**src/logic/scb_cfg.svh**
```systemverilog
// constants for the system configuration register bank
// assumes: included by bare name from the package and the bench
`ifndef SCB_CFG_SVH
`define SCB_CFG_SVH

// ****************************************************************
// register byte offsets
// ****************************************************************
`define SCB_OFS_REMAP    8'h00
`define SCB_OFS_SRC0     8'h08
`define SCB_OFS_SRC1     8'h0C
`define SCB_OFS_SRC2     8'h10
`define SCB_OFS_SRC3     8'h14
`define SCB_OFS_PAD      8'h18

// ****************************************************************
// field layout and reset values
// ****************************************************************
`define SCB_REMAP_W      2
`define SCB_SRC_W        16
`define SCB_SEL_W        4
`define SCB_PAD_BIT      16
`define SCB_RST_WORD     32'h0000_0000
`define SCB_SEL_PORT_A   4'h0
`define SCB_SEL_PORT_B   4'h1

// ****************************************************************
// bus responses
// ****************************************************************
`define SCB_RESP_OKAY    2'h0
`define SCB_RESP_SLVERR  2'h2

`endif

```
**src/logic/scb_pkg.sv**
```systemverilog
// types shared by the system configuration register bank
// assumes: scb_cfg.svh is on the include path
`include "scb_cfg.svh"

package scb_pkg;

  // ****************************************************************
  // memory placed at address zero
  // ****************************************************************
  typedef enum logic [2:0] {
    SCB_MAP_MAIN_FLASH = 3'h1,  // main flash
    SCB_MAP_SYS_FLASH  = 3'h2,  // system flash
    SCB_MAP_RAM        = 3'h4   // on-chip ram
  } scb_map_t;

  // ****************************************************************
  // write channel states
  // ****************************************************************
  typedef enum logic [1:0] {
    SCB_WR_IDLE = 2'h1,  // collecting address and data
    SCB_WR_RESP = 2'h2   // response offered
  } scb_wr_state_t;

endpackage
```
**src/logic/scb_bank.sv**
```systemverilog
// system configuration register bank behind an axi4-lite slave
// assumes: one clock aclk, synchronous active-low aresetn, port pins already synchronised
//
// Added by the designer: the AXI4-Lite slave port.
`timescale 1ns/1ns

module scb_bank
  import scb_pkg::*;
#(
  parameter int LINES = 16  // external interrupt lines
) (
  input  wire logic              aclk,
  input  wire logic              aresetn,
  input  wire logic              clk_en,
  input  wire logic [7:0]        s_axi_awaddr,
  input  wire logic              s_axi_awvalid,
  output logic                   s_axi_awready,
  input  wire logic [31:0]       s_axi_wdata,
  input  wire logic [3:0]        s_axi_wstrb,
  input  wire logic              s_axi_wvalid,
  output logic                   s_axi_wready,
  output logic [1:0]             s_axi_bresp,
  output logic                   s_axi_bvalid,
  input  wire logic              s_axi_bready,
  input  wire logic [7:0]        s_axi_araddr,
  input  wire logic              s_axi_arvalid,
  output logic                   s_axi_arready,
  output logic [31:0]            s_axi_rdata,
  output logic [1:0]             s_axi_rresp,
  output logic                   s_axi_rvalid,
  input  wire logic              s_axi_rready,
  input  wire logic [LINES-1:0]  port_a_pin,
  input  wire logic [LINES-1:0]  port_b_pin,
  output scb_map_t               boot_area_map,
  output logic                   i2c_pad_drive_select,
  output logic                   i2c_scl_drive_high,
  output logic [LINES-1:0]       irq_line_source_select
);

  // ****************************************************************
  // decoding helpers
  // ****************************************************************

  // index of a selector register, or -1 when the offset is not one
  function automatic int src_index(input logic [7:0] addr);
    unique case (addr)
      `SCB_OFS_SRC0: src_index = 0;
      `SCB_OFS_SRC1: src_index = 1;
      `SCB_OFS_SRC2: src_index = 2;
      `SCB_OFS_SRC3: src_index = 3;
      default:       src_index = -1;
    endcase
  endfunction

  // true for any mapped word address
  function automatic logic is_mapped(input logic [7:0] addr);
    is_mapped = (addr == `SCB_OFS_REMAP) || (addr == `SCB_OFS_PAD) || (src_index(addr) >= 0);
  endfunction

  // merge byte lanes of a write into an old word
  function automatic logic [31:0] merge(input logic [31:0] old, input logic [31:0] wd, input logic [3:0] st);
    logic [31:0] m;
    m = old;
    for (int b = 0; b < 4; b++) begin
      if (st[b]) begin
        m[8*b +: 8] = wd[8*b +: 8];
      end
    end
    merge = m;
  endfunction

  // ****************************************************************
  // state
  // ****************************************************************
  logic [`SCB_REMAP_W-1:0] remap_reg,   remap_next;     // boot area remap field
  logic [`SCB_SRC_W-1:0]   src_reg [4];                 // selector registers
  logic [`SCB_SRC_W-1:0]   src_next [4];
  logic                    pad_reg,     pad_next;       // i2c pad drive bit
  scb_wr_state_t           wst_reg,     wst_next;       // write channel state
  logic                    aw_got_reg,  aw_got_next;    // address held
  logic                    w_got_reg,   w_got_next;     // data held
  logic [7:0]              awa_reg,     awa_next;       // held write address
  logic [31:0]             wd_reg,      wd_next;        // held write data
  logic [3:0]              ws_reg,      ws_next;        // held strobes
  logic [1:0]              bresp_reg,   bresp_next;     // write response code
  logic                    rvalid_reg,  rvalid_next;    // read data valid
  logic [31:0]             rdata_reg,   rdata_next;     // read data
  logic [1:0]              rresp_reg,   rresp_next;     // read response code
  scb_map_t                map_reg,     map_next;       // decoded remap output
  logic [LINES-1:0]        irq_reg,     irq_next;       // routed interrupt lines
  logic                    scl_hi_reg,  scl_hi_next;    // push-pull clock high drive
  logic                    awrdy_reg,   awrdy_next;     // write address ready
  logic                    wrdy_reg,    wrdy_next;      // write data ready
  logic                    bvalid_reg,  bvalid_next;    // write response valid
  logic                    arrdy_reg,   arrdy_next;     // read address ready

  // ****************************************************************
  // write channel and register update
  // ****************************************************************

  // combinational next state for write path and registers
  always_comb begin
    logic [31:0] word;
    int          idx;
    word        = `SCB_RST_WORD;
    idx         = -1;
    wst_next    = wst_reg;
    aw_got_next = aw_got_reg;
    w_got_next  = w_got_reg;
    awa_next    = awa_reg;
    wd_next     = wd_reg;
    ws_next     = ws_reg;
    bresp_next  = bresp_reg;
    remap_next  = remap_reg;
    pad_next    = pad_reg;
    for (int i = 0; i < 4; i++) begin
      src_next[i] = src_reg[i];
    end
    unique case (wst_reg)
      SCB_WR_IDLE: begin
        // take address and data in either order
        if (s_axi_awvalid && !aw_got_reg) begin
          aw_got_next = 1'b1;
          awa_next    = s_axi_awaddr;
        end
        if (s_axi_wvalid && !w_got_reg) begin
          w_got_next = 1'b1;
          wd_next    = s_axi_wdata;
          ws_next    = s_axi_wstrb;
        end
        // both held: commit and offer response
        if (aw_got_reg && w_got_reg) begin
          idx         = src_index({awa_reg[7:2], 2'b00});
          aw_got_next = 1'b0;
          w_got_next  = 1'b0;
          wst_next    = SCB_WR_RESP;
          bresp_next  = is_mapped({awa_reg[7:2], 2'b00}) ? `SCB_RESP_OKAY : `SCB_RESP_SLVERR;
          if ({awa_reg[7:2], 2'b00} == `SCB_OFS_REMAP) begin
            // reserved bits dropped
            word       = merge({{(32-`SCB_REMAP_W){1'b0}}, remap_reg}, wd_reg, ws_reg);
            remap_next = word[`SCB_REMAP_W-1:0];
          end else if ({awa_reg[7:2], 2'b00} == `SCB_OFS_PAD) begin
            word     = merge({15'h0000, pad_reg, 16'h0000}, wd_reg, ws_reg);
            pad_next = word[`SCB_PAD_BIT];
          end else if (idx >= 0) begin
            word = merge({16'h0000, src_reg[idx[1:0]]}, wd_reg, ws_reg);
            src_next[idx[1:0]] = word[`SCB_SRC_W-1:0];
          end
        end
      end
      SCB_WR_RESP: begin
        // hold response until taken
        if (s_axi_bready) begin
          wst_next = SCB_WR_IDLE;
        end
      end
    endcase
    // handshake outputs registered from the next state, so they leave flops
    awrdy_next  = (wst_next == SCB_WR_IDLE) && !aw_got_next;
    wrdy_next   = (wst_next == SCB_WR_IDLE) && !w_got_next;
    bvalid_next = (wst_next == SCB_WR_RESP);
  end

  // register write-path state
  always_ff @(posedge aclk) begin
    if (!aresetn) begin
      wst_reg    <= SCB_WR_IDLE;
      aw_got_reg <= 1'b0;
      w_got_reg  <= 1'b0;
      awa_reg    <= 8'h00;
      wd_reg     <= `SCB_RST_WORD;
      ws_reg     <= 4'h0;
      bresp_reg  <= `SCB_RESP_OKAY;
      awrdy_reg  <= 1'b1;
      wrdy_reg   <= 1'b1;
      bvalid_reg <= 1'b0;
      remap_reg  <= '0;
      pad_reg    <= 1'b0;
      for (int i = 0; i < 4; i++) begin
        src_reg[i] <= '0;
      end
    end else if (clk_en) begin
      wst_reg    <= wst_next;
      aw_got_reg <= aw_got_next;
      w_got_reg  <= w_got_next;
      awa_reg    <= awa_next;
      wd_reg     <= wd_next;
      ws_reg     <= ws_next;
      bresp_reg  <= bresp_next;
      awrdy_reg  <= awrdy_next;
      wrdy_reg   <= wrdy_next;
      bvalid_reg <= bvalid_next;
      remap_reg  <= remap_next;
      pad_reg    <= pad_next;
      for (int i = 0; i < 4; i++) begin
        src_reg[i] <= src_next[i];
      end
    end
  end

  // ****************************************************************
  // read channel
  // ****************************************************************

  // next read response: address taken only while no data is pending
  always_comb begin
    logic [7:0] ra;
    int         idx;
    ra          = {s_axi_araddr[7:2], 2'b00};
    idx         = src_index(ra);
    rvalid_next = rvalid_reg;
    rdata_next  = rdata_reg;
    rresp_next  = rresp_reg;
    if (rvalid_reg) begin
      if (s_axi_rready) begin
        rvalid_next = 1'b0;
      end
    end else if (s_axi_arvalid) begin
      rvalid_next = 1'b1;
      rresp_next  = `SCB_RESP_OKAY;
      // reserved bits read zero
      if (ra == `SCB_OFS_REMAP) begin
        rdata_next = {{(32-`SCB_REMAP_W){1'b0}}, remap_reg};
      end else if (ra == `SCB_OFS_PAD) begin
        rdata_next = {15'h0000, pad_reg, 16'h0000};
      end else if (idx >= 0) begin
        rdata_next = {16'h0000, src_reg[idx[1:0]]};  // undefined codes read back
      end else begin
        rdata_next = `SCB_RST_WORD;
        rresp_next = `SCB_RESP_SLVERR;
      end
    end
    // ready again once no read data is pending
    arrdy_next = !rvalid_next;
  end

  // register read-path state
  always_ff @(posedge aclk) begin
    if (!aresetn) begin
      rvalid_reg <= 1'b0;
      rdata_reg  <= `SCB_RST_WORD;
      rresp_reg  <= `SCB_RESP_OKAY;
      arrdy_reg  <= 1'b1;
    end else if (clk_en) begin
      rvalid_reg <= rvalid_next;
      rdata_reg  <= rdata_next;
      rresp_reg  <= rresp_next;
      arrdy_reg  <= arrdy_next;
    end
  end

  // ****************************************************************
  // outputs to decoder, interrupt logic and pads
  // ****************************************************************

  // decode remap, route interrupt lines and set pad drive
  always_comb begin
    logic [`SCB_SEL_W-1:0] sel;
    sel = `SCB_SEL_PORT_A;
    // low bit clear gives main flash whatever the high bit
    if (!remap_reg[0]) begin
      map_next = SCB_MAP_MAIN_FLASH;
    end else if (!remap_reg[1]) begin
      map_next = SCB_MAP_SYS_FLASH;
    end else begin
      map_next = SCB_MAP_RAM;
    end
    for (int n = 0; n < LINES; n++) begin
      sel = src_reg[n / 4][`SCB_SEL_W*(n % 4) +: `SCB_SEL_W];
      if (sel == `SCB_SEL_PORT_A) begin
        irq_next[n] = port_a_pin[n];
      end else if (sel == `SCB_SEL_PORT_B) begin
        irq_next[n] = port_b_pin[n];
      end else begin
        irq_next[n] = 1'b0;
      end
    end
    // push-pull lets the controller drive the clock high itself
    scl_hi_next = pad_reg;
  end

  // register outputs, valid from the edge after the write
  always_ff @(posedge aclk) begin
    if (!aresetn) begin
      map_reg    <= SCB_MAP_MAIN_FLASH;
      irq_reg    <= '0;
      scl_hi_reg <= 1'b0;
    end else if (clk_en) begin
      map_reg    <= map_next;
      irq_reg    <= irq_next;
      scl_hi_reg <= scl_hi_next;
    end
  end

  // ****************************************************************
  // port drives
  // ****************************************************************
  assign s_axi_awready          = awrdy_reg;
  assign s_axi_wready           = wrdy_reg;
  assign s_axi_bvalid           = bvalid_reg;
  assign s_axi_bresp            = bresp_reg;
  assign s_axi_arready          = arrdy_reg;
  assign s_axi_rvalid           = rvalid_reg;
  assign s_axi_rdata            = rdata_reg;
  assign s_axi_rresp            = rresp_reg;
  assign boot_area_map          = map_reg;
  assign i2c_pad_drive_select   = pad_reg;
  assign i2c_scl_drive_high     = scl_hi_reg;
  assign irq_line_source_select = irq_reg;

endmodule

```
**config.mk**
```make
export PLATFORM = sky130hd
export DESIGN_NAME = scb_bank
export DESIGN_NICKNAME = d
export VERILOG_FILES = /design/src/logic/scb_pkg.sv /design/src/logic/scb_bank.sv
export VERILOG_INCLUDE_DIRS = /design/src /design/src/logic
export SDC_FILE = /design/constraint.sdc
export NUM_CORES = 1
export LEC_CHECK = 0
export ABC_AREA = 1
export BUFFER_PORTS_ARGS = -buffer_cell sky130_fd_sc_hd__clkbuf_2
export CAP_MARGIN = 20
export CORE_ASPECT_RATIO = 1.2
export CORE_MARGIN = 5
export CORE_UTILIZATION = 55
export CTS_CLUSTER_SIZE = 24
export DETAILED_ROUTE_END_ITERATION = 12
export PLACE_DENSITY_LB_ADDON = 0.05
export SYNTH_ARGS = -nofsm -noshare
export SYNTH_HDL_FRONTEND = slang
export SYNTH_SLANG_ARGS = --single-unit
```
**constraint.sdc**
```tcl
create_clock -name aclk -period 3.69 [get_ports aclk]
set_clock_uncertainty 0.05 [all_clocks]
set_input_delay 0 -clock aclk [delete_from_list [all_inputs] [get_ports aclk]]
set_output_delay 0 -clock aclk [all_outputs]
set_load 0.01 [all_outputs]
```
Yosys cells after proc, flatten, opt, wreduce, memory -nomap -nowiden:

Memories as Yosys holds them, arrays and structs flattened.
Index checks and enable logic that the tools add are counted.

* logic and storage cells: 183
* register bits: 96
* memories: 1
* output and inout bits: 62
* input bits: 92
* RAM bits: 64

Memories
* src_reg: depth 4, bits a word 16, rd ports 6, clocked after Yosys merged registers in 0, wr ports 4, line scb_bank.sv:76 `` logic [`SCB_SRC_W-1:0] src_reg [4]; ``

* order comparisons: 4
* mux-type cells: 85
* equal/unequal tests: 30
* reductions and logical operators: 37
* bitwise gates (word level): 7

Operators by type and width (number)
* 64-bit 2-to-1 mux: 5
* 32-bit one-hot mux with 4 select lines: 2
* 16-bit 2-to-1 mux: 6
* 8-bit 2-to-1 mux: 12
* 64-bit bitwise mux: 1
* 4-bit by 1-bit == test with 1-bit output (second input constant): 16
* 32-bit by 1-bit >= comparator with 1-bit output (second input constant): 2
* 4-bit logical NOT: 16
* 32-bit 2-to-1 mux: 2
* 1-bit 2-to-1 mux: 45
* 6-bit by 3-bit == test with 1-bit output (second input constant): 6
* 17-bit 2-to-1 mux: 2
* 16-bit demux with 2-bit select: 1
* 6-bit by 2-bit == test with 1-bit output (second input constant): 4
* 6-bit logical NOT: 2
* 2-bit 2-to-1 mux: 6
* 3-bit AND reduction: 4
* 1-bit logical AND: 6
* 3-bit 2-to-1 mux: 2
* 6-bit AND reduction: 1
* 1-bit logical NOT: 5
* 5-bit AND reduction: 1
* 2-bit by 1-bit == test with 1-bit output (second input constant): 2
* 2-bit == test (second input constant): 2
* 7 further kinds: 12

Logic depth before layout (Yosys ltp):

An unclocked memory read counts as a cell.

* depth after elaboration: 18
* depth in mapped cells: 10
* mapped depth without buffers: 9

Worst setup path before layout:

Ideal clock, no wire load.

* kind: flip-flop to flip-flop
* start: register, netlist name awa_reg[2]
* end: memory src_reg[0][0] (netlist name), enable pin
* period minus slack after synthesis: 2808 ps
* required time: 3216 ps
* arrival time: 2334 ps
* stages on the path, launching flop included: 7
* setup slack: 882 ps
* setup time: 424 ps
* cell sequence: dfxtp_1 inv_1 nand4_1 nand2_1 nor2_1 nand2_1 nand2_1

RTL lines (line)
* end: declaration: scb_bank.sv:76

==> metrics.txt <==
status=complete, no violations; CTS buffer count=17; flop-to-flop setup slack=around 1.3 ns; mapped cell area=between 7000 and 8000 um^2; slew margin rel.=0.304; DRC violations left=0; Worst R2R End=src_reg[3][5]; Critical-path top delay cell=nand2_2; DR iter-0 viols=700; global-route wire length before repair=between 30 and 40 mm; CP Buf/Inv Count=1; Setup crit start kind=register; Largest register FFs=64; Async SR Flop Fraction=0; post-cts resize count=0; initial antenna violation count=0; Initial Util=0.554; Setup CP Type=register to register; sequential area share after synthesis=0.458; all-layer global routing usage=0.281; EDFF count, synth=64; ant diodes=0; via count=7432; Hold WS=0.0132 ns; worst-path fanout max=40; worst r2r path cells=6; VDD IR max=349 uV; Slew @ Worst Pin=around 1.0 ns; RSZ-0062 raised after global routing=no; Die H=~140 um; Setup TNS=0 ns; Root Buffer=clkbuf_16; r2r startpoint=awa_reg[7]; Tcrit/Tclk final=0.649; layout cells sized above 1=0.189; Clock Latency Late Sink=0.42 ns; post-CTS setup buffer count=0; PD cells=about 460 nW/um^2; Hold EP=irq_line_source_select[1]; Distinct cells, synth=38; clock sink total=around 140; critical path, cell by cell=nor2_8, nand3_4, nand2_1, nand2_1, nand2_2, buf_12; slowest stage delay, CP=between 0.5 and 0.6 ns; cells after synthesis=roughly 990; die area=16200 um^2; WL final=about 23 mm; clock-pin slew on the worst setup and hold paths=approximately 0.060 ns; HP Class=input port to register; Routed WL per cell=between 15 and 20 um; Hold Crit Depth=5; Synth Flop Type=dfxtp_1; Final setup viols=0; Via density=about 5.6; total congestion overflow=0; min-delay src=port_b_pin[1]; Ys Warns=0; die width=around 120 um; Final Hold Vio Count=0; via count of the first global-routing pass=between 6000 and 7000; cell family with most CP delay=simple AND/OR/NAND/NOR gates; nets=1235; clock buffer depth=2; worst path required time=roughly 3.8 ns; count of boundary I/O pins=154; CP Data Arrival Time=2.45 ns; Layout area overhead=24.7%; placer congestion estimate=between 0.8 and 0.9; router iterations before antenna repair=5; most numerous cell on the critical path=nand2_1; # H-tree levels=4; Min Clock Period, post-route=~2.4 ns; Avg Cell Area, Syn=between 7 and 8 um^2; synthesized flop and latch total=141; Worst Setup End Kind=register; maxcap violations=0; Max Fclk=0.418 GHz; CTS tree=built; detailed placement HPWL=~15 mm; port bufs=~120; Routed Antenna Nets=0; row count=47; area of the core=around 14000 um^2; leakage=between 4 and 5 nW; largest net degree at the start of global routing=65; Slew Limit Fails=0
[cell usage in the layout, fill, tap and decap left out, types with 3 or more instances in the layout]
master,count
nand2_1,109
nand3_2,12
a21oi_1,139
dfxtp_1,77
clkbuf_8,4
a21oi_2,4
nor2_1,138
inv_1,99
conb_1,17
inv_2,7
clkinv_2,4
nand4_1,20
a211oi_1,4
nand3_1,64
nand2_2,12
o21ai_0,128
edfxtp_1,64
nor2_2,15
dlygate4sd3_1,66
buf_4,6
clkbuf_16,20
nor2_4,3
clkbuf_2,116
[worst max path at each step]
stage / from / to / slack (ns) / depth (start not counted)
floorplan: awa_reg[2] / src_reg[0][0] / 0.88 / 6
global placement: awa_reg[7] / src_reg[1][9] / 1.31 / 6
detailed placement: awa_reg[7] / src_reg[1][9] / 1.31 / 6
CTS: awa_reg[7] / src_reg[1][1] / 1.29 / 6
global route: wst_reg[0] / ws_reg[1] / 1.09 / 8
finish: awa_reg[7] / src_reg[3][5] / 1.30 / 6
[worst reg2reg max path, cell delays in order (launching register included)]
cell	delay, ns
dfxtp_1	0.36
nor2_8	0.23
nand3_4	0.30
nand2_1	0.21
nand2_1	0.08
nand2_2	0.51
buf_12	0.33
[synth_stat cells, drive strengths merged, types with 2 or more instances]
cell    number  area, um^2
a211oi       4        30.0
a21oi      143         731
a22oi        2        15.0
buf         33         228
clkbuf      41         154
dfxtp       77        1540
edfxtp      64        1920
inv        107         404
nand2      122         493
nand3       78         475
nand4       22         168
nor2       157         666
nor3         4        30.0
o211ai       2        15.0
o21ai      129         646
[through the flow]
stage	area (um^2)	setup slack, ns	total power [mW]	util	cells
after floorplan	7620	0.882	2.23	-	1008
after global placement	8100	1.31	2.40	0.594	1228
after detailed placement	8100	1.31	2.41	0.594	1228
after CTS	9420	1.29	4.30	0.690	1326
after global routing	9430	1.09	4.47	0.691	1327
final	9430	1.30	4.31	0.691	1327
[power by group]
| group | switching, mW | total (mW) | leakage (nW) | internal, mW |
|---|---|---|---|---|
| sequential | 0.0654 | 1.80 | 1.29 | 1.73 |
| clock | 0.658 | 1.84 | 0.328 | 1.19 |
| combinational | 0.432 | 0.666 | 2.45 | 0.234 |
| total | 1.16 | 4.31 | 4.07 | 3.15 |
[kinds of logic after synthesis]
kind of cell	share of synthesized area
simple gates	0.243
flops	0.458
other cells	0.000496
buf+inv	0.104
compound gates	0.194
[timing repair]
item                                    CTS  global route
endpoints found under the setup margin    0             0
hold endpoints to repair                 56             0
hold buffers                             66             0
[area by class of cell]
class                      instances  area (um^2)
clock inverter                     8         95.1
sequential                       141         3460
tap                              171          214
timing repair buffer             190         1320
multi-input combinational        685         3370
fill                            1197         4210
inverter                         108          408
clock buffer                      24          556
[routing by layer]
layer  wire length (um)  vias to the layer above  track usage
li1                   -                     3606            -
met3               2000                       38       0.0516
met4                323                        0       0.0882
met2              10500                      345        0.429
met1              10100                     3443        0.403
met5                  0                        -            0
(Power assumes the default switching activity.)
